### src/common/timer_input_capture_defines.svh
`ifndef TIMER_INPUT_CAPTURE_DEFINES_SVH
`define TIMER_INPUT_CAPTURE_DEFINES_SVH

// register offsets (byte addresses on the local port)
`define REG_ADDR_W     6
`define FLG1_OFF       6'h00
`define EN1_OFF        6'h01
`define FLG2_OFF       6'h02
`define EN2_OFF        6'h03
`define EDGE_OFF       6'h04
`define CAP_BASE_OFF   6'h10

// field positions in timer_flag_reg_two
`define OVF_BIT        7
`define TICK_BIT       6

// reset values
`define EN_RST         8'h00
`define EDGE_RST       8'h00

// compare output pipeline depth, in clock cycles
`define SYNC_STAGES    2

`endif

### src/common/timer_input_capture_pkg.sv
`include "timer_input_capture_defines.svh"

package timer_input_capture_pkg;

  typedef enum logic [1:0] {
    EDGE_NONE = 2'h0,
    EDGE_RISE = 2'h1,
    EDGE_FALL = 2'h2,
    EDGE_BOTH = 2'h3
  } edge_mode_t;

  typedef struct packed {
    logic [`REG_ADDR_W-1:0] addr;
    logic [7:0]             wdata;
    logic                   wr;
    logic                   rd;
  } reg_req_t;

endpackage

### src/hw/timer_input_capture.sv
// Local design decisions: the placing of the registers and the address-and-strobe port.
`include "timer_input_capture_defines.svh"

// What this block does
// - channel latches counter on selected pin edge
// - three channels, rise, fall or both edges
// - edge sets flag; enable gates interrupt request
// - latch stable counter, never mid-increment
// - identical pin-to-detect delay for every edge
// - capture read as high and low bytes
// - capture regs unreset, writes ignored
// - both bytes loaded in one transfer
// - flag registers clear bits written with one
// - compare output has matching synchroniser delay
// - writing zero leaves set flag alone
// - high-byte read delays capture one cycle
// - latch on every edge even if flagged
module timer_input_capture #(
  parameter int NUM_CH = 3
) (
  // clock and reset
  input  wire logic                              clk_sys_in,
  input  wire logic                              nrst_in,
  // register port
  input  wire timer_input_capture_pkg::reg_req_t req_in,
  output logic [7:0]                             rd_data_out,
  // timer core
  input  wire logic [15:0]                       count_in,
  input  wire logic                              ovf_event_in,
  input  wire logic                              tick_event_in,
  input  wire logic                              oc_match_in,
  input  wire logic                              oc_level_in,
  // pins
  input  wire logic [NUM_CH-1:0]                 cap_pin_in,
  output logic                                   oc_pin_out,
  // interrupt
  output logic                                   irq_out
);

  function automatic logic edge_hit(input logic [1:0] mode, input logic prev, input logic cur);
    logic r;
    r = 1'b0;
    unique case (timer_input_capture_pkg::edge_mode_t'(mode))
      timer_input_capture_pkg::EDGE_NONE: r = 1'b0;
      timer_input_capture_pkg::EDGE_RISE: r = cur & ~prev;
      timer_input_capture_pkg::EDGE_FALL: r = prev & ~cur;
      timer_input_capture_pkg::EDGE_BOTH: r = cur ^ prev;
    endcase
    return r;
  endfunction

  function automatic logic is_cap_byte(input logic [`REG_ADDR_W-1:0] a, input int ch, input logic hi);
    return a == (`CAP_BASE_OFF + `REG_ADDR_W'(2 * ch) + (hi ? `REG_ADDR_W'(0) : `REG_ADDR_W'(1)));
  endfunction

  logic [NUM_CH-1:0] sync1_reg;
  logic [NUM_CH-1:0] sync2_reg;
  logic [NUM_CH-1:0] prev_reg;
  logic [NUM_CH-1:0] hit;
  logic [NUM_CH-1:0] hold_reg;
  logic [NUM_CH-1:0] pend_reg;
  logic [NUM_CH-1:0] take;
  logic [NUM_CH-1:0] rd_hi;
  logic [15:0]       pend_val_reg [NUM_CH];
  logic [15:0]       take_val     [NUM_CH];
  logic [15:0]       cap_val_reg  [NUM_CH];
  logic [NUM_CH-1:0] flag1_reg;
  logic [NUM_CH-1:0] flag1_next;
  logic [1:0]        flag2_reg;
  logic [1:0]        flag2_next;
  logic [NUM_CH-1:0] en1_reg;
  logic [1:0]        en2_reg;
  logic [7:0]        edge_reg;
  logic [7:0]        rd_mux;
  logic [`SYNC_STAGES-1:0] oc_match_pipe_reg;
  logic [`SYNC_STAGES-1:0] oc_level_pipe_reg;
  logic              wr_flg1;
  logic              wr_flg2;

  assign wr_flg1 = req_in.wr && req_in.addr == `FLG1_OFF;
  assign wr_flg2 = req_in.wr && req_in.addr == `FLG2_OFF;

  // first stage feeds only the second
  always_ff @(posedge clk_sys_in or negedge nrst_in)
  begin
    if (!nrst_in)
    begin
      sync1_reg <= '0;
      sync2_reg <= '0;
      prev_reg  <= '0;
    end
    else
    begin
      sync1_reg <= cap_pin_in;
      sync2_reg <= sync1_reg;
      prev_reg  <= sync2_reg;
    end
  end

  generate
    for (genvar i = 0; i < NUM_CH; i++)
    begin : g_ch
      // compare successive synchronised samples
      assign hit[i]      = edge_hit(edge_reg[2*i +: 2], prev_reg[i], sync2_reg[i]);
      assign rd_hi[i]    = req_in.rd && is_cap_byte(req_in.addr, i, 1'b1);
      assign take[i]     = (hit[i] | pend_reg[i]) & ~hold_reg[i];
      // counter comes from a register, so it is settled here
      assign take_val[i] = hit[i] ? count_in : pend_val_reg[i];

      // no reset: contents survive reset, bus writes never land here
      always_ff @(posedge clk_sys_in)
      begin
        if (take[i])
          cap_val_reg[i] <= take_val[i];
      end

      always_ff @(posedge clk_sys_in or negedge nrst_in)
      begin
        if (!nrst_in)
        begin
          hold_reg[i]     <= 1'b0;
          pend_reg[i]     <= 1'b0;
          pend_val_reg[i] <= 16'h0000;
        end
        else
        begin
          hold_reg[i] <= rd_hi[i];
          if (hit[i] && hold_reg[i])
          begin
            pend_reg[i]     <= 1'b1;
            pend_val_reg[i] <= count_in;
          end
          else if (take[i])
            pend_reg[i] <= 1'b0;
        end
      end
    end
  endgenerate

  // hardware set wins over a same-cycle clear
  always_comb
  begin
    flag1_next = flag1_reg;
    flag2_next = flag2_reg;
    if (wr_flg1)
      flag1_next = flag1_reg & ~req_in.wdata[NUM_CH-1:0];
    if (wr_flg2)
      flag2_next = flag2_reg & ~req_in.wdata[`OVF_BIT:`TICK_BIT];
    flag1_next = flag1_next | hit;
    flag2_next = flag2_next | {ovf_event_in, tick_event_in};
  end

  always_ff @(posedge clk_sys_in or negedge nrst_in)
  begin
    if (!nrst_in)
    begin
      flag1_reg <= '0;
      flag2_reg <= '0;
    end
    else
    begin
      flag1_reg <= flag1_next;
      flag2_reg <= flag2_next;
    end
  end

  always_ff @(posedge clk_sys_in or negedge nrst_in)
  begin
    if (!nrst_in)
    begin
      en1_reg  <= NUM_CH'(`EN_RST);
      en2_reg  <= 2'(`EN_RST);
      edge_reg <= `EDGE_RST;
    end
    else if (req_in.wr)
    begin
      if (req_in.addr == `EN1_OFF)
        en1_reg <= req_in.wdata[NUM_CH-1:0];
      if (req_in.addr == `EN2_OFF)
        en2_reg <= req_in.wdata[`OVF_BIT:`TICK_BIT];
      if (req_in.addr == `EDGE_OFF)
        edge_reg <= req_in.wdata;
    end
  end

  // enables gate only the request, never the flags
  always_ff @(posedge clk_sys_in or negedge nrst_in)
  begin
    if (!nrst_in)
      irq_out <= 1'b0;
    else
      irq_out <= |(flag1_reg & en1_reg) | |(flag2_reg & en2_reg);
  end

  always_comb
  begin
    rd_mux = 8'h00;
    unique case (req_in.addr)
      `FLG1_OFF: rd_mux = 8'(flag1_reg);
      `EN1_OFF:  rd_mux = 8'(en1_reg);
      `FLG2_OFF: rd_mux = {flag2_reg, 6'h00};
      `EN2_OFF:  rd_mux = {en2_reg, 6'h00};
      `EDGE_OFF: rd_mux = edge_reg;
      default:   rd_mux = 8'h00;
    endcase
    for (int i = 0; i < NUM_CH; i++)
    begin
      if (is_cap_byte(req_in.addr, i, 1'b1))
        rd_mux = cap_val_reg[i][15:8];
      if (is_cap_byte(req_in.addr, i, 1'b0))
        rd_mux = cap_val_reg[i][7:0];
    end
  end

  always_ff @(posedge clk_sys_in or negedge nrst_in)
  begin
    if (!nrst_in)
      rd_data_out <= 8'h00;
    else
      rd_data_out <= req_in.rd ? rd_mux : 8'h00;
  end

  // same depth as the capture path keeps compare and capture aligned
  always_ff @(posedge clk_sys_in or negedge nrst_in)
  begin
    if (!nrst_in)
    begin
      oc_match_pipe_reg <= '0;
      oc_level_pipe_reg <= '0;
      oc_pin_out        <= 1'b0;
    end
    else
    begin
      oc_match_pipe_reg <= {oc_match_pipe_reg[`SYNC_STAGES-2:0], oc_match_in};
      oc_level_pipe_reg <= {oc_level_pipe_reg[`SYNC_STAGES-2:0], oc_level_in};
      if (oc_match_pipe_reg[`SYNC_STAGES-1])
        oc_pin_out <= oc_level_pipe_reg[`SYNC_STAGES-1];
    end
  end

  property p_cap_on_edge;
    @(posedge clk_sys_in) disable iff (!nrst_in)
    hit[0] && !hold_reg[0] |=> cap_val_reg[0] == $past(count_in);
  endproperty
  a_cap_on_edge: assert property (p_cap_on_edge)
    else $error("capture did not latch counter on edge");

  property p_mode_off;
    @(posedge clk_sys_in) disable iff (!nrst_in)
    edge_reg[1:0] == 2'h0 |-> !hit[0] ##1 $stable(flag1_reg[0]) || wr_flg1 || !flag1_reg[0];
  endproperty
  a_mode_off: assert property (p_mode_off)
    else $error("edge detected with channel disabled");

  property p_flag_irq;
    @(posedge clk_sys_in) disable iff (!nrst_in)
    hit[0] && en1_reg[0] && !req_in.wr |=> flag1_reg[0] ##1 irq_out;
  endproperty
  a_flag_irq: assert property (p_flag_irq)
    else $error("flag or interrupt missing after edge");

  property p_fixed_delay;
    @(posedge clk_sys_in) disable iff (!nrst_in)
    edge_reg[1:0] == 2'h1 && $past(edge_reg[1:0]) == 2'h1 |->
      hit[0] == ($past(cap_pin_in[0], 2) && !$past(cap_pin_in[0], 3));
  endproperty
  a_fixed_delay: assert property (p_fixed_delay)
    else $error("pin to detect delay not fixed");

  property p_read_hi;
    @(posedge clk_sys_in) disable iff (!nrst_in)
    rd_hi[1] |=> rd_data_out == $past(cap_val_reg[1][15:8]);
  endproperty
  a_read_hi: assert property (p_read_hi)
    else $error("high byte read returned wrong data");

  property p_write_ignored;
    @(posedge clk_sys_in) disable iff (!nrst_in)
    req_in.wr && req_in.addr == `CAP_BASE_OFF && !take[0] |=> $stable(cap_val_reg[0]);
  endproperty
  a_write_ignored: assert property (p_write_ignored)
    else $error("bus write altered capture register");

  property p_whole_transfer;
    @(posedge clk_sys_in) disable iff (!nrst_in)
    take[1] |=> cap_val_reg[1] == $past(take_val[1]);
  endproperty
  a_whole_transfer: assert property (p_whole_transfer)
    else $error("capture transfer not a single 16-bit load");

  property p_clear_one;
    @(posedge clk_sys_in) disable iff (!nrst_in)
    wr_flg1 && req_in.wdata[0] && !hit[0] |=> !flag1_reg[0];
  endproperty
  a_clear_one: assert property (p_clear_one)
    else $error("written one did not clear flag");

  property p_zero_keeps;
    @(posedge clk_sys_in) disable iff (!nrst_in)
    flag2_reg[1] && wr_flg2 && !req_in.wdata[`OVF_BIT] |=> flag2_reg[1];
  endproperty
  a_zero_keeps: assert property (p_zero_keeps)
    else $error("written zero cleared a flag");

  property p_hold_delay;
    @(posedge clk_sys_in) disable iff (!nrst_in)
    hold_reg[0] && hit[0] && !rd_hi[0] ##1 !hit[0] |-> $stable(cap_val_reg[0]) && pend_reg[0]
      ##1 cap_val_reg[0] == $past(count_in, 2);
  endproperty
  a_hold_delay: assert property (p_hold_delay)
    else $error("held capture lost or not delayed one cycle");

  property p_relatch;
    @(posedge clk_sys_in) disable iff (!nrst_in)
    flag1_reg[2] && hit[2] && !hold_reg[2] |=> cap_val_reg[2] == $past(count_in);
  endproperty
  a_relatch: assert property (p_relatch)
    else $error("no recapture while flag set");

  property p_oc_delay;
    @(posedge clk_sys_in) disable iff (!nrst_in)
    oc_match_in ##1 !oc_match_in [*2] |=> oc_pin_out == $past(oc_level_in, 3);
  endproperty
  a_oc_delay: assert property (p_oc_delay)
    else $error("compare output delay wrong");

  property p_read_idle;
    @(posedge clk_sys_in) disable iff (!nrst_in)
    !req_in.rd |=> rd_data_out == 8'h00;
  endproperty
  a_read_idle: assert property (p_read_idle)
    else $error("read data not cleared outside a read");

  property p_irq_idle;
    @(posedge clk_sys_in) disable iff (!nrst_in)
    !(|(flag1_reg & en1_reg)) && !(|(flag2_reg & en2_reg)) |=> !irq_out;
  endproperty
  a_irq_idle: assert property (p_irq_idle)
    else $error("interrupt raised with no enabled flag");

endmodule

### config.mk
export PLATFORM = sky130hd
export DESIGN_NAME = timer_input_capture
export DESIGN_NICKNAME = d
export VERILOG_FILES = /design/src/common/timer_input_capture_pkg.sv /design/src/hw/timer_input_capture.sv
export VERILOG_INCLUDE_DIRS = /design/src /design/src/common
export SDC_FILE = /design/constraint.sdc
export NUM_CORES = 1
export LEC_CHECK = 0
export CELL_PAD_IN_SITES_DETAIL_PLACEMENT = 0
export CELL_PAD_IN_SITES_GLOBAL_PLACEMENT = 1
export CORE_UTILIZATION = 57
export CTS_CLUSTER_SIZE = 16
export DETAILED_ROUTE_END_ITERATION = 10
export DONT_BUFFER_PORTS = 1
export GPL_TIMING_DRIVEN = 0
export PLACE_DENSITY_LB_ADDON = 0.1
export SLEW_MARGIN = 40
export SYNTH_ARGS = -nofsm -noshare
export SYNTH_HDL_FRONTEND = slang
export SYNTH_SLANG_ARGS = --single-unit
### constraint.sdc
create_clock -name clk_sys_in -period 3.7 [get_ports clk_sys_in]
set_input_delay 0.925 -clock clk_sys_in [delete_from_list [all_inputs] [get_ports clk_sys_in]]
set_output_delay 0.925 -clock clk_sys_in [all_outputs]
set_load 0.05 [all_outputs]
# Word level (Yosys, flattened, before mapping)
# Memory sizes are Yosys's and may differ from the RTL's.
# Cells that the tools add are included.
# totals
ff_bits	95
ram_bits	48
input_bits	41
out_inout_bits	10
word_cells	123
mem_count	1
# memory_table
name	depth	word_bits	rd	rd_ports_with_merged_regs	write_ports	line	source
cap_val_reg	3	16	3	0	3	timer_input_capture.sv:66	logic [15:0] cap_val_reg [NUM_CH];
# classes
eq_ne	19
mux	28
bitwise_logic	33
reduce_logical	20
# op_table
op	count
2-to-1 mux 8 bit	7
2-to-1 mux 16 bit	3
case mux 8 bit (5 select lines)	1
== test 6 x 5 -> 1 bit, second input constant	6
== test 2 bit, second input constant	6
== test 6 x 2 -> 1 bit, second input constant	2
2-to-1 mux 1 bit	12
case mux 1 bit (4 select lines)	3
AND 1 bit	9
NOT 1 bit	9
logical AND 1 bit	8
AND 3 bit	2
== test 2 x 1 -> 1 bit, second input constant	3
== test 6 x 1 -> 1 bit, second input constant	1
== test 6 x 3 -> 1 bit, second input constant	1
zero test 2 bit	3
zero test 6 bit	1
AND reduction 2 bit	3
nonzero test 2 bit	3
AND 2 bit	2
bitwise OR 1 bit	4
2-to-1 mux 3 bit	1
NOT 3 bit	1
bitwise OR 3 bit	1
6 further kinds	8

# Logic depth before layout (Yosys ltp)
# Gate-level depths: netlist of run 1.
# logic_depth
word_depth	9
depth_mapped	7
depth_no_buf	6

# Least setup slack after synthesis of run 1
# OpenSTA, ideal clock, no wires.
# synth_path
path_type	input -> register
startpoint	in req_in[12] (netlist bit)
endpoint	reg rd_data_out[6]
setup_ns	0.136
arrival_time_ns	2.172
required_time_ns	3.564
path_slack_ns	1.393
stages	6
path_buffers	2
cell_sequence	buf_6 -> or4b_1 -> buf_2 -> o32a_1 -> a21oi_1 -> nor3_1
# synth_via
elab_chain_len	9
word_cells_on_any_way	19
cone_classes	eq/ne (10); mux (8); reduce/logical (1)
# synth_rtl
item	line	source
start, declared	timer_input_capture.sv:25	input wire timer_input_capture_pkg::reg_req_t req_in,
== test 6 x 3 -> 1 bit, or another cell as far along	timer_input_capture.sv:198	unique case (req_in.addr)
case mux 8 bit (5 select lines)	timer_input_capture.sv:198	
2-to-1 mux 8 bit	timer_input_capture.sv:208	if (is_cap_byte(req_in.addr, i, 1'b1))
2-to-1 mux 8 bit	timer_input_capture.sv:210	if (is_cap_byte(req_in.addr, i, 1'b0))
2-to-1 mux 8 bit	timer_input_capture.sv:208	
2-to-1 mux 8 bit	timer_input_capture.sv:210	
2-to-1 mux 8 bit	timer_input_capture.sv:208	
2-to-1 mux 8 bit (*)	timer_input_capture.sv:210	
2-to-1 mux 8 bit (*)	timer_input_capture.sv:220	rd_data_out <= req_in.rd ? rd_mux : 8'h00;
end signal, assigned	timer_input_capture.sv:220	
end, declared	timer_input_capture.sv:26	output logic [7:0] rd_data_out,
# Every way passes the cells marked *; elsewhere a longest branch is shown, timed or not.
# A chain may end at the register's enable or synchronous reset.

==> impl_metrics.csv, run 1 <==
group,metric,value,unit
detailed_routing,drtPass1Iterations,6,
clock_network,clock_path_buffers,2,
pwr,p_per_area,528,mW/mm^2
placed_design,port_buffers,0,
global_route,antenna_found_initial,1,
layout,drive_gt1_share,32.6,%
synth,yosysTopAreaCellShare,37.4,%
min_path,worstHoldPathType,"in -> async",
synth,synthTopCellsByArea,"dfrtp_1 37%, edfxtp_1 23%, mux2_2 18%",
job,drv_cap,0,
pwr,power.total,3810,uW
die,dieArea,0.0116,sq mm
critical_path,setup.worst_path.start_class,"flop",
critical_path,crit_arrival,2.82,ns
clock_network,hold_buffers,0,
detailed_routing,post_drt_via_cell_ratio,6.12,
synth,avgSynthCellArea,14.0,sq um
critical_path,crit_chain,"inv_1, ha_1, nor2b_1, o21ai_1, nand2_1, buf_2, mux2_2",
timing,setup-violations-final,0,
clock_network,post-cts-setup-buffer-count,0,
global_route,grtUsageTotal,26.7,%
global_route,grt_pass1_wl,21900,um
timing,period_minus_slack,2.54,ns
die,core,0.0108,sq mm
pwr,p_leak,0.00312,uW
synth,synth_warnings,0,
die,start_util,58.7,%
synth,syn-num-nets,503,
layout,area.growth.synth_to_final,13.5,%
synth,ys_ff_latch,143,
timing,drv_slew,0,
timing,timing.fmax,393,MHz
global_route,grt_pass1_vias,3990,
critical_path,required,3.97,ns
clock_network,cts_tree,"done",
clock_network,cts_sinks,143,
clock_network,cts.repair.resized,0,
detailed_routing,drc,0,
clock_network,clk_latency,0.53,ns
detailed_routing,vias,3860,
layout,diodes,0,
synth,synth-main-ff-cell,"dfrtp_1",
timing,finalCritPeriodShare,68.7,%
global_route,grt.overflow.total,0,
synth,synth.distinct_cells,52,
critical_path,crit_slowest_cell,"nand2_1",
detailed_routing,wirelength,14300,um
status,status,"finished, final reports clean",
synth,syn_inst,456,
pwr,vdd_ir_drop_max,0.373,mV
timing,worst_slew_pin_slew,0.581,ns
timing,rsz0062_at_grt,"no",
clock_network,cts_buffers,17,
layout,layout_common_cells,"103 x mux2_2, 95 x dfrtp_1, 48 x edfxtp_1",
critical_path,path_class,"reg -> reg",
layout,nets,525,
critical_path,worst_path_largest_cell_delay,0.45,ns
clock_network,clockRootBuffer,"clkbuf_8",
synth,yosysSeqAreaShare,60.0,%
synth,async_flop_share,66.4,%
timing,relSlewSlack,61.0,%
timing,hold_violations,0,
clock_network,htreeDepth,4,
clock_network,clk_pin_slew,0.06,ns
detailed_routing,drt-wirelength-per-cell,22.7,um
placed_design,place.gp.congestion,0.869,
detailed_routing,ant_nets,0,
global_route,grt_max_degree,96,
die,die_w,108,um
die,chipHeight,108,um
timing,setup_tns,0,ns
timing,clock_skew,0.00523,ns
synth,synth_edf_count,48,
die,rows,38,
layout,final_common_cell,"mux2_2",
die,ios,51,
placed_design,dpl.hpwl,9460,um
synth,syn-cell-area,0.00636,sq mm
synth,synth_area_leader_cell,"dfrtp_1",
critical_path,crit_fanout,10,
critical_path,crit_path_end_kind,"flop",
detailed_routing,drt_iter0_markers,273,
final timing paths:
check,startpoint,to,slack (ns),depth (start not counted)
worst max-delay path,sync2_reg[0]$_DFF_PN0_,cap_val_reg[0][7]$_DFFE_PP_,1.16,7
worst min register to register,oc_level_pipe_reg[0]$_DFF_PN0_,oc_level_pipe_reg[1]$_DFF_PN0_,0.35,0
worst max register to register,sync2_reg[0]$_DFF_PN0_,cap_val_reg[0][7]$_DFFE_PP_,1.16,7
worst min-delay path,nrst_in,pend_reg[2]$_DFFE_PN0P_,0.09,0
max in group asynchronous,nrst_in,pend_val_reg[25]$_DFFE_PN0P_,3.49,0
min in group clk_sys_in,oc_level_pipe_reg[0]$_DFF_PN0_,oc_level_pipe_reg[1]$_DFF_PN0_,0.35,0
Yosys cell counts, types with 8 or more instances:
library cell,number
mux2_2,103
dfrtp_1,95
edfxtp_1,48
inv_1,21
nand2_1,13
buf_2,11
nor2_1,11
nor2b_1,10
a21oi_1,9
clkbuf_1,9
mux2_1,9
nand3_1,8
cell type report:
class / instances / area [sq um]
Timing Repair Buffer: 3 / 45.0
Fill cell: 789 / 3620
Clock buffer: 21 / 429
Sequential cell: 143 / 3820
Tap cell: 140 / 175
Multi-Input combinational cell: 270 / 2400
Clock inverter: 11 / 165
Buffer: 22 / 108
Inverter: 21 / 78.8
kinds of logic (layout without fill, tap and decap cells):
family	Yosys count	after routing	share of synthesized area, %
AND/OR/NAND/NOR	78	78	7.41
buffers and inverters	43	78	2.93
multiplexers	114	114	20.1
flip-flops	143	143	60.0
adder cells (fa/ha/maj)	6	6	1.18
AO/OA/AOI/OAI	72	72	8.32
per-layer routing:
metal / GRT usage (%) / part of all wire (%) / vias to the layer above
met2: 41.9 / 48 / 118
met1: 34.7 / 44 / 1966
met3: 7.51 / 5.4 / 22
met4: 12.0 / 2.4 / 0
li1: - / - / 1754
met5: 0 / 0 / -
power by group:
group	switching [uW]	total [uW]	internal (uW)
sequential	84.9	1820	1740
clock	638	1730	1090
combinational	139	261	121
total	862	3810	2950
worst max-delay path: cells and delay by family, from the launching register on:
family	cells	cell delay, ns
buffers and inverters	2	0.49
multiplexers	1	0.41
AO/OA/AOI/OAI	1	0.16
flip-flops	1	0.38
adder cells (fa/ha/maj)	1	0.28
AND/OR/NAND/NOR	2	0.57
metrics by stage:
step	cell area, sq um	util [%]	std cells	hold WS, ns	worst slack, ns
after floorplan	6360	-	456	0.331	1.39
after global placement	6540	60.3	596	0.333	0.743
after detailed placement	6630	61.1	599	0.340	0.987
after CTS	7220	66.6	631	0.0624	1.16
after global routing	7220	66.6	631	0.0588	1.04
final	7220	66.6	631	0.0893	1.16
Power figures use the tool's default switching activity.
==> run 2, diff against run 1 <==
--- a/config.mk
+++ b/config.mk
@@ -8,7 +8,7 @@
 export LEC_CHECK = 0
 export CELL_PAD_IN_SITES_DETAIL_PLACEMENT = 0
 export CELL_PAD_IN_SITES_GLOBAL_PLACEMENT = 1
-export CORE_UTILIZATION = 57
+export CORE_UTILIZATION = 53
 export CTS_CLUSTER_SIZE = 16
 export DETAILED_ROUTE_END_ITERATION = 10
 export DONT_BUFFER_PORTS = 1
==> constraint.sdc (replaced) <==
create_clock -name clk_sys_in -period 2.6 [get_ports clk_sys_in]
set_input_delay 0.65 -clock clk_sys_in [delete_from_list [all_inputs] [get_ports clk_sys_in]]
set_output_delay 0.65 -clock clk_sys_in [all_outputs]
set_load 0.05 [all_outputs]
==> impl_metrics.csv, run 2 (synthesized netlist as in run 1, its figures left out) <==
group,metric,value,unit
timing,clock_skew,0.0101,ns
placed_design,place.gp.congestion,0.875,
timing,rsz0062_at_grt,"no",
detailed_routing,vias,3822,
layout,drive_gt1_share,34.0,%
placed_design,port_buffers,0,
clock_network,cts_buffers,17,
die,ios,51,
layout,layout_common_cells,"103 x mux2_2, 95 x dfrtp_1, 48 x edfxtp_1",
placed_design,pre_cts_ws,0.0354,ns
detailed_routing,wirelength,14200,um
pwr,p_int,3980,uW
status,status,"finished with violations",
die,dieArea,0.0124,sq mm
die,die_w,112,um
critical_path,worstRegToRegCells,7,
layout,diodes,0,
pwr,pwr-share-seq,49.6,%
timing,relSlewSlack,56.9,%
timing,hold_violations,95,
detailed_routing,ant_nets,0,
detailed_routing,drt_iter0_markers,208,
layout,final_common_cell,"mux2_2",
clock_network,clk_latency,0.43,ns
die,core,0.0116,sq mm
critical_path,required,2.77,ns
min_path,worstHoldPathType,"in -> async",
detailed_routing,drtPass1Iterations,7,
timing,setup-violations-final,0,
critical_path,r2r_end,"cap_val_reg[0][41]$_DFFE_PP_",
clock_network,clockRootBuffer,"clkbuf_16",
pwr,vdd_ir_drop_max,0.546,mV
timing,worst_slew_pin_slew,0.642,ns
layout,nets,525,
clock_network,clock_path_buffers,2,
timing,finalCritPeriodShare,96.1,%
critical_path,path_class,"reg -> reg",
global_route,grt_pass1_vias,3981,
pwr,p_sw,1240,uW
pwr,p_leak,0.00310,uW
critical_path,setup.worst_path.start_class,"flop",
clock_network,clk_pin_slew,0.06,ns
global_route,grt.overflow.total,0,
pwr,comb_power_share,7.0,%
global_route,grt_max_degree,96,
detailed_routing,drc,12,
pwr,p_per_area,726,mW/mm^2
die,chipHeight,112,um
pwr,switching_share,23.8,%
pwr,clock_power_share,43.4,%
status,violations,"design-rule violations, negative hold slack",
timing,period_minus_slack,2.50,ns
critical_path,crit_path_end_kind,"flop",
die,rows,39,
critical_path,ff2ff_setup_slack,0.10,ns
die,start_util,55.0,%
timing,drv_slew,0,
placed_design,dpl.hpwl,9790,um
global_route,grt_pass1_wl,22400,um
global_route,grtUsageTotal,24.8,%
timing,fin_ws,0.102,ns
critical_path,crit_fanout,10,
detailed_routing,drt-wirelength-per-cell,22.4,um
layout,area.growth.synth_to_final,13.1,%
timing,hold_slack,-0.0792,ns
global_route,antenna_found_initial,0,
layout,finalNonFillerCells,634,
placed_design,dp_cells,602,
critical_path,crit_arrival,2.67,ns
job,drv_cap,0,
critical_path,r2r-start,"sync2_reg[2]$_DFF_PN0_",
clock_network,htreeDepth,4,
timing,timing.fmax,400,MHz
clock_network,cts_sinks,143,
clock_network,cts_tree,"done",
detailed_routing,post_drt_via_cell_ratio,6.03,
run 2: changes by cell type in the layout (fill, tap and decap cells not counted):
cell        previous run  this run
inv_6                  1         2
clkinv_4               1         2
clkbuf_1              13        10
clkinv_1               2         0
clkbuf_16             16        17
clkinvlp_4             2         4
clkinv_2               1         4
nand2_2                1         3
nand2_1               13        11
bufinv_16              4         1
run 2: layout make-up:
cell class	count	area, sq um
fillers	914	4370
flip-flops and latches	143	3820
multi-input cells	270	2410
clock buffers	19	443
well taps	143	179
clock inverters	13	115
plain buffers	22	108
inverters	21	78.8
repair buffers	3	45.0
run 2: worst max-delay path by stage:
stage / from / end / slack [ns] / depth (start not counted)
CTS: sync2_reg[1]$_DFF_PN0_ / cap_val_reg[0][25]$_DFFE_PP_ / 0.04 / 7
global route: sync2_reg[0]$_DFF_PN0_ / pend_val_reg[44]$_DFFE_PN0P_ / 0.007 / 7
floorplan: sync2_reg[1]$_DFF_PN0_ / cap_val_reg[0][16]$_DFFE_PP_ / 0.36 / 5
detailed placement: sync2_reg[1]$_DFF_PN0_ / cap_val_reg[0][25]$_DFFE_PP_ / 0.04 / 7
global placement: sync2_reg[2]$_DFF_PN0_ / cap_val_reg[0][46]$_DFFE_PP_ / -0.42 / 5
finish: sync2_reg[2]$_DFF_PN0_ / cap_val_reg[0][41]$_DFFE_PP_ / 0.10 / 7
run 2: timing repair:
item                       CTS  global route
gates resized for setup      0             2
setup endpoints to repair    0            15
setup buffers                0             0
hold endpoints to repair    95            95
run 2: worst max-delay path: stages, from the launching register on:
cell	delay, ns
dfrtp_1	0.37
inv_1	0.05
ha_1	0.28
nor2b_1	0.04
o21ai_1	0.38
nand2_1	0.42
buf_2	0.38
mux2_2	0.32
run 2: per-layer routing:
| metal | routed length, um | part of all wire (%) | global-route usage [%] | vias up |
|---|---|---|---|---|
| met2 | 6750 | 47 | 38.8 | 135 |
| li1 | - | - | - | 1749 |
| met1 | 6250 | 44 | 32.9 | 1914 |
| met3 | 912 | 6.4 | 7.35 | 24 |
| met4 | 294 | 2.1 | 9.64 | 0 |
| met5 | 0 | 0 | 0 | - |
run 2: power by group through the flow:
stage                     clock network [uW]  logic [uW]  registers (uW)
after floorplan                            0         261            2600
after global placement                     0         339            2630
after detailed placement                   0         365            2630
after CTS                               2310         368            2590
after global routing                    2400         398            2600
final                                   2270         367            2590
run 2: per-stage QoR:
step	setup TNS, ns	total power (uW)	util (%)	hold WS [ns]	area [sq um]
after global placement	-18.12	2970	56.6	0.332	6540
after CTS	0	5270	62.2	-0.0945	7190
after detailed placement	0	3000	57.3	0.335	6630
after floorplan	0	2860	-	0.331	6360
after global routing	0	5400	62.2	-0.102	7190
final	0	5220	62.2	-0.0792	7190
==> run 3, diff against run 2 <==
--- a/config.mk
+++ b/config.mk
@@ -8,6 +8,7 @@
 export LEC_CHECK = 0
 export CELL_PAD_IN_SITES_DETAIL_PLACEMENT = 0
 export CELL_PAD_IN_SITES_GLOBAL_PLACEMENT = 1
+export CORE_ASPECT_RATIO = 1.4
 export CORE_UTILIZATION = 53
 export CTS_CLUSTER_SIZE = 16
 export DETAILED_ROUTE_END_ITERATION = 10
==> impl_metrics.csv, run 3 (synthesized netlist as in run 1, its figures left out) <==
group,metric,value,unit
status,status,"finished with violations",
status,violations,"negative hold slack",
pwr,vdd_ir_drop_max,0.404,mV
detailed_routing,drtPass1Iterations,5,
timing,timing.fmax,408,MHz
timing,worst_slew_pin_slew,0.646,ns
global_route,grt_pass1_wl,22000,um
critical_path,worstSetupStartpoint,"sync2_reg[2]$_DFF_PN0_",
timing,period_minus_slack,2.45,ns
critical_path,r2r_end,"cap_val_reg[0][46]$_DFFE_PP_",
critical_path,worst_path_largest_cell_delay,0.42,ns
global_route,grt_max_degree,96,
clock_network,clk_pin_slew,0.06,ns
layout,layout_common_cells,"103 x mux2_2, 95 x dfrtp_1, 48 x edfxtp_1",
job,drv_cap,0,
layout,drive_gt1_share,34.2,%
timing,hold_slack,-0.0832,ns
die,ios,51,
critical_path,crit_fanout,10,
critical_path,crit_path_end_kind,"flop",
global_route,grtUsageTotal,24.4,%
critical_path,worstRegToRegCells,7,
die,die_w,94.6,um
timing,relSlewSlack,56.7,%
critical_path,crit_slowest_cell,"buf_2",
clock_network,post-cts-setup-buffer-count,0,
critical_path,crit_arrival,2.62,ns
die,start_util,54.1,%
die,rows,47,
placed_design,place.gp.congestion,0.870,
timing,rsz0062_at_grt,"no",
clock_network,cts_buffers,17,
detailed_routing,vias,3759,
placed_design,dpl.hpwl,9660,um
critical_path,r2r-start,"sync2_reg[2]$_DFF_PN0_",
clock_network,clock_path_buffers,2,
clock_network,cts_tree,"done",
detailed_routing,post_drt_via_cell_ratio,5.89,
critical_path,ff2ff_setup_slack,0.15,ns
global_route,antenna_found_initial,0,
detailed_routing,drt_iter0_markers,240,
clock_network,cts_sinks,143,
critical_path,endpoint,"cap_val_reg[0][46]$_DFFE_PP_",
layout,final.fill_count,944,
layout,diodes,0,
critical_path,required,2.77,ns
min_path,worstHoldPathType,"in -> async",
timing,setup_tns,0,ns
clock_network,clockRootBuffer,"clkbuf_16",
layout,fin_area,0.00722,sq mm
pwr,p_leak,0.00311,uW
global_route,grt.overflow.total,0,
layout,ff_latch_area,0.00382,sq mm
timing,hold_violations,95,
die,chipHeight,132,um
layout,final_common_cell,"mux2_2",
layout,nets,525,
placed_design,port_buffers,0,
layout,final_util,61.4,%
timing,finalCritPeriodShare,94.3,%
layout,area.growth.synth_to_final,13.5,%
die,dieArea,0.0125,sq mm
die,core,0.0118,sq mm
critical_path,setup.worst_path.start_class,"flop",
layout,multi_input_area,0.00241,sq mm
global_route,grt_pass1_vias,4020,
critical_path,path_class,"reg -> reg",
pwr,p_per_area,733,mW/mm^2
detailed_routing,drt-wirelength-per-cell,21.9,um
timing,drv_slew,0,
clock_network,clk_latency,0.42,ns
clock_network,htreeDepth,4,
timing,setup-violations-final,0,
detailed_routing,ant_nets,0,
timing,clock_skew,0.0122,ns
detailed_routing,drc,0,
detailed_routing,wirelength,14000,um
critical_path,crit_chain,"inv_1, ha_1, nor2b_1, o21ai_1, nand2_1, buf_2, mux2_2",
placed_design,postPlaceCellArea,0.00664,sq mm
## run 3: power by group
| group | switching, uW | internal [uW] |
|---|---|---|
| registers | 117 | 2470 |
| clock network | 971 | 1370 |
| logic | 195 | 173 |
| total | 1280 | 4010 |
## run 3: worst min-delay path by stage
stage / end / depth (start not counted)
final: sync1_reg[2]$_DFF_PN0_ / 0
after global routing: sync1_reg[2]$_DFF_PN0_ / 0
after CTS: sync2_reg[2]$_DFF_PN0_ / 0
after detailed placement: oc_level_pipe_reg[1]$_DFF_PN0_ / 0
after global placement: oc_level_pipe_reg[1]$_DFF_PN0_ / 0
after floorplan: oc_level_pipe_reg[1]$_DFF_PN0_ / 0
## run 3: layout make-up
cell class | count | share of cell area [%]
Tap cell | 147 | 2.55
Buffer | 22 | 1.49
Timing Repair Buffer | 3 | 0.623
Clock buffer | 21 | 6.81
Multi-Input combinational cell | 270 | 33.3
Inverter | 21 | 1.09
Clock inverter | 11 | 1.26
Sequential cell | 143 | 52.9
## run 3: worst max-delay path: cells and delay by family, from the launching register on
kind	cells	cell delay, ns
buf+inv	2	0.47
flops	1	0.38
compound gates	1	0.16
simple gates	2	0.51
fa+ha+maj	1	0.28
mux	1	0.39
## run 3: metrics by stage
stage          instances  setup WS, ns  hold slack, ns  power [uW]
5_1_grt              638        0.0112          -0.102        5460
6_report             638         0.149         -0.0832        5300
2_1_floorplan        456         0.359           0.331        2860
3_3_place_gp         603        -0.365           0.332        2970
3_5_place_dp         606        0.0702           0.336        3000
4_1_cts              638        0.0698         -0.0916        5330
## run 3: metal layers
metal,global-route usage (%),share of wire (%),up-vias
met5,0,0,-
met4,10.4,2.9,0
met3,5.50,4.2,32
met2,39.7,51,95
met1,30.9,42,1882
li1,-,-,1750
## run 3: repair_timing
| action | in CTS | in global routing |
|---|---|---|
| hold endpoints to repair | 95 | 95 |
| setup endpoints to repair | 0 | 14 |
| gates resized for setup | 0 | 2 |
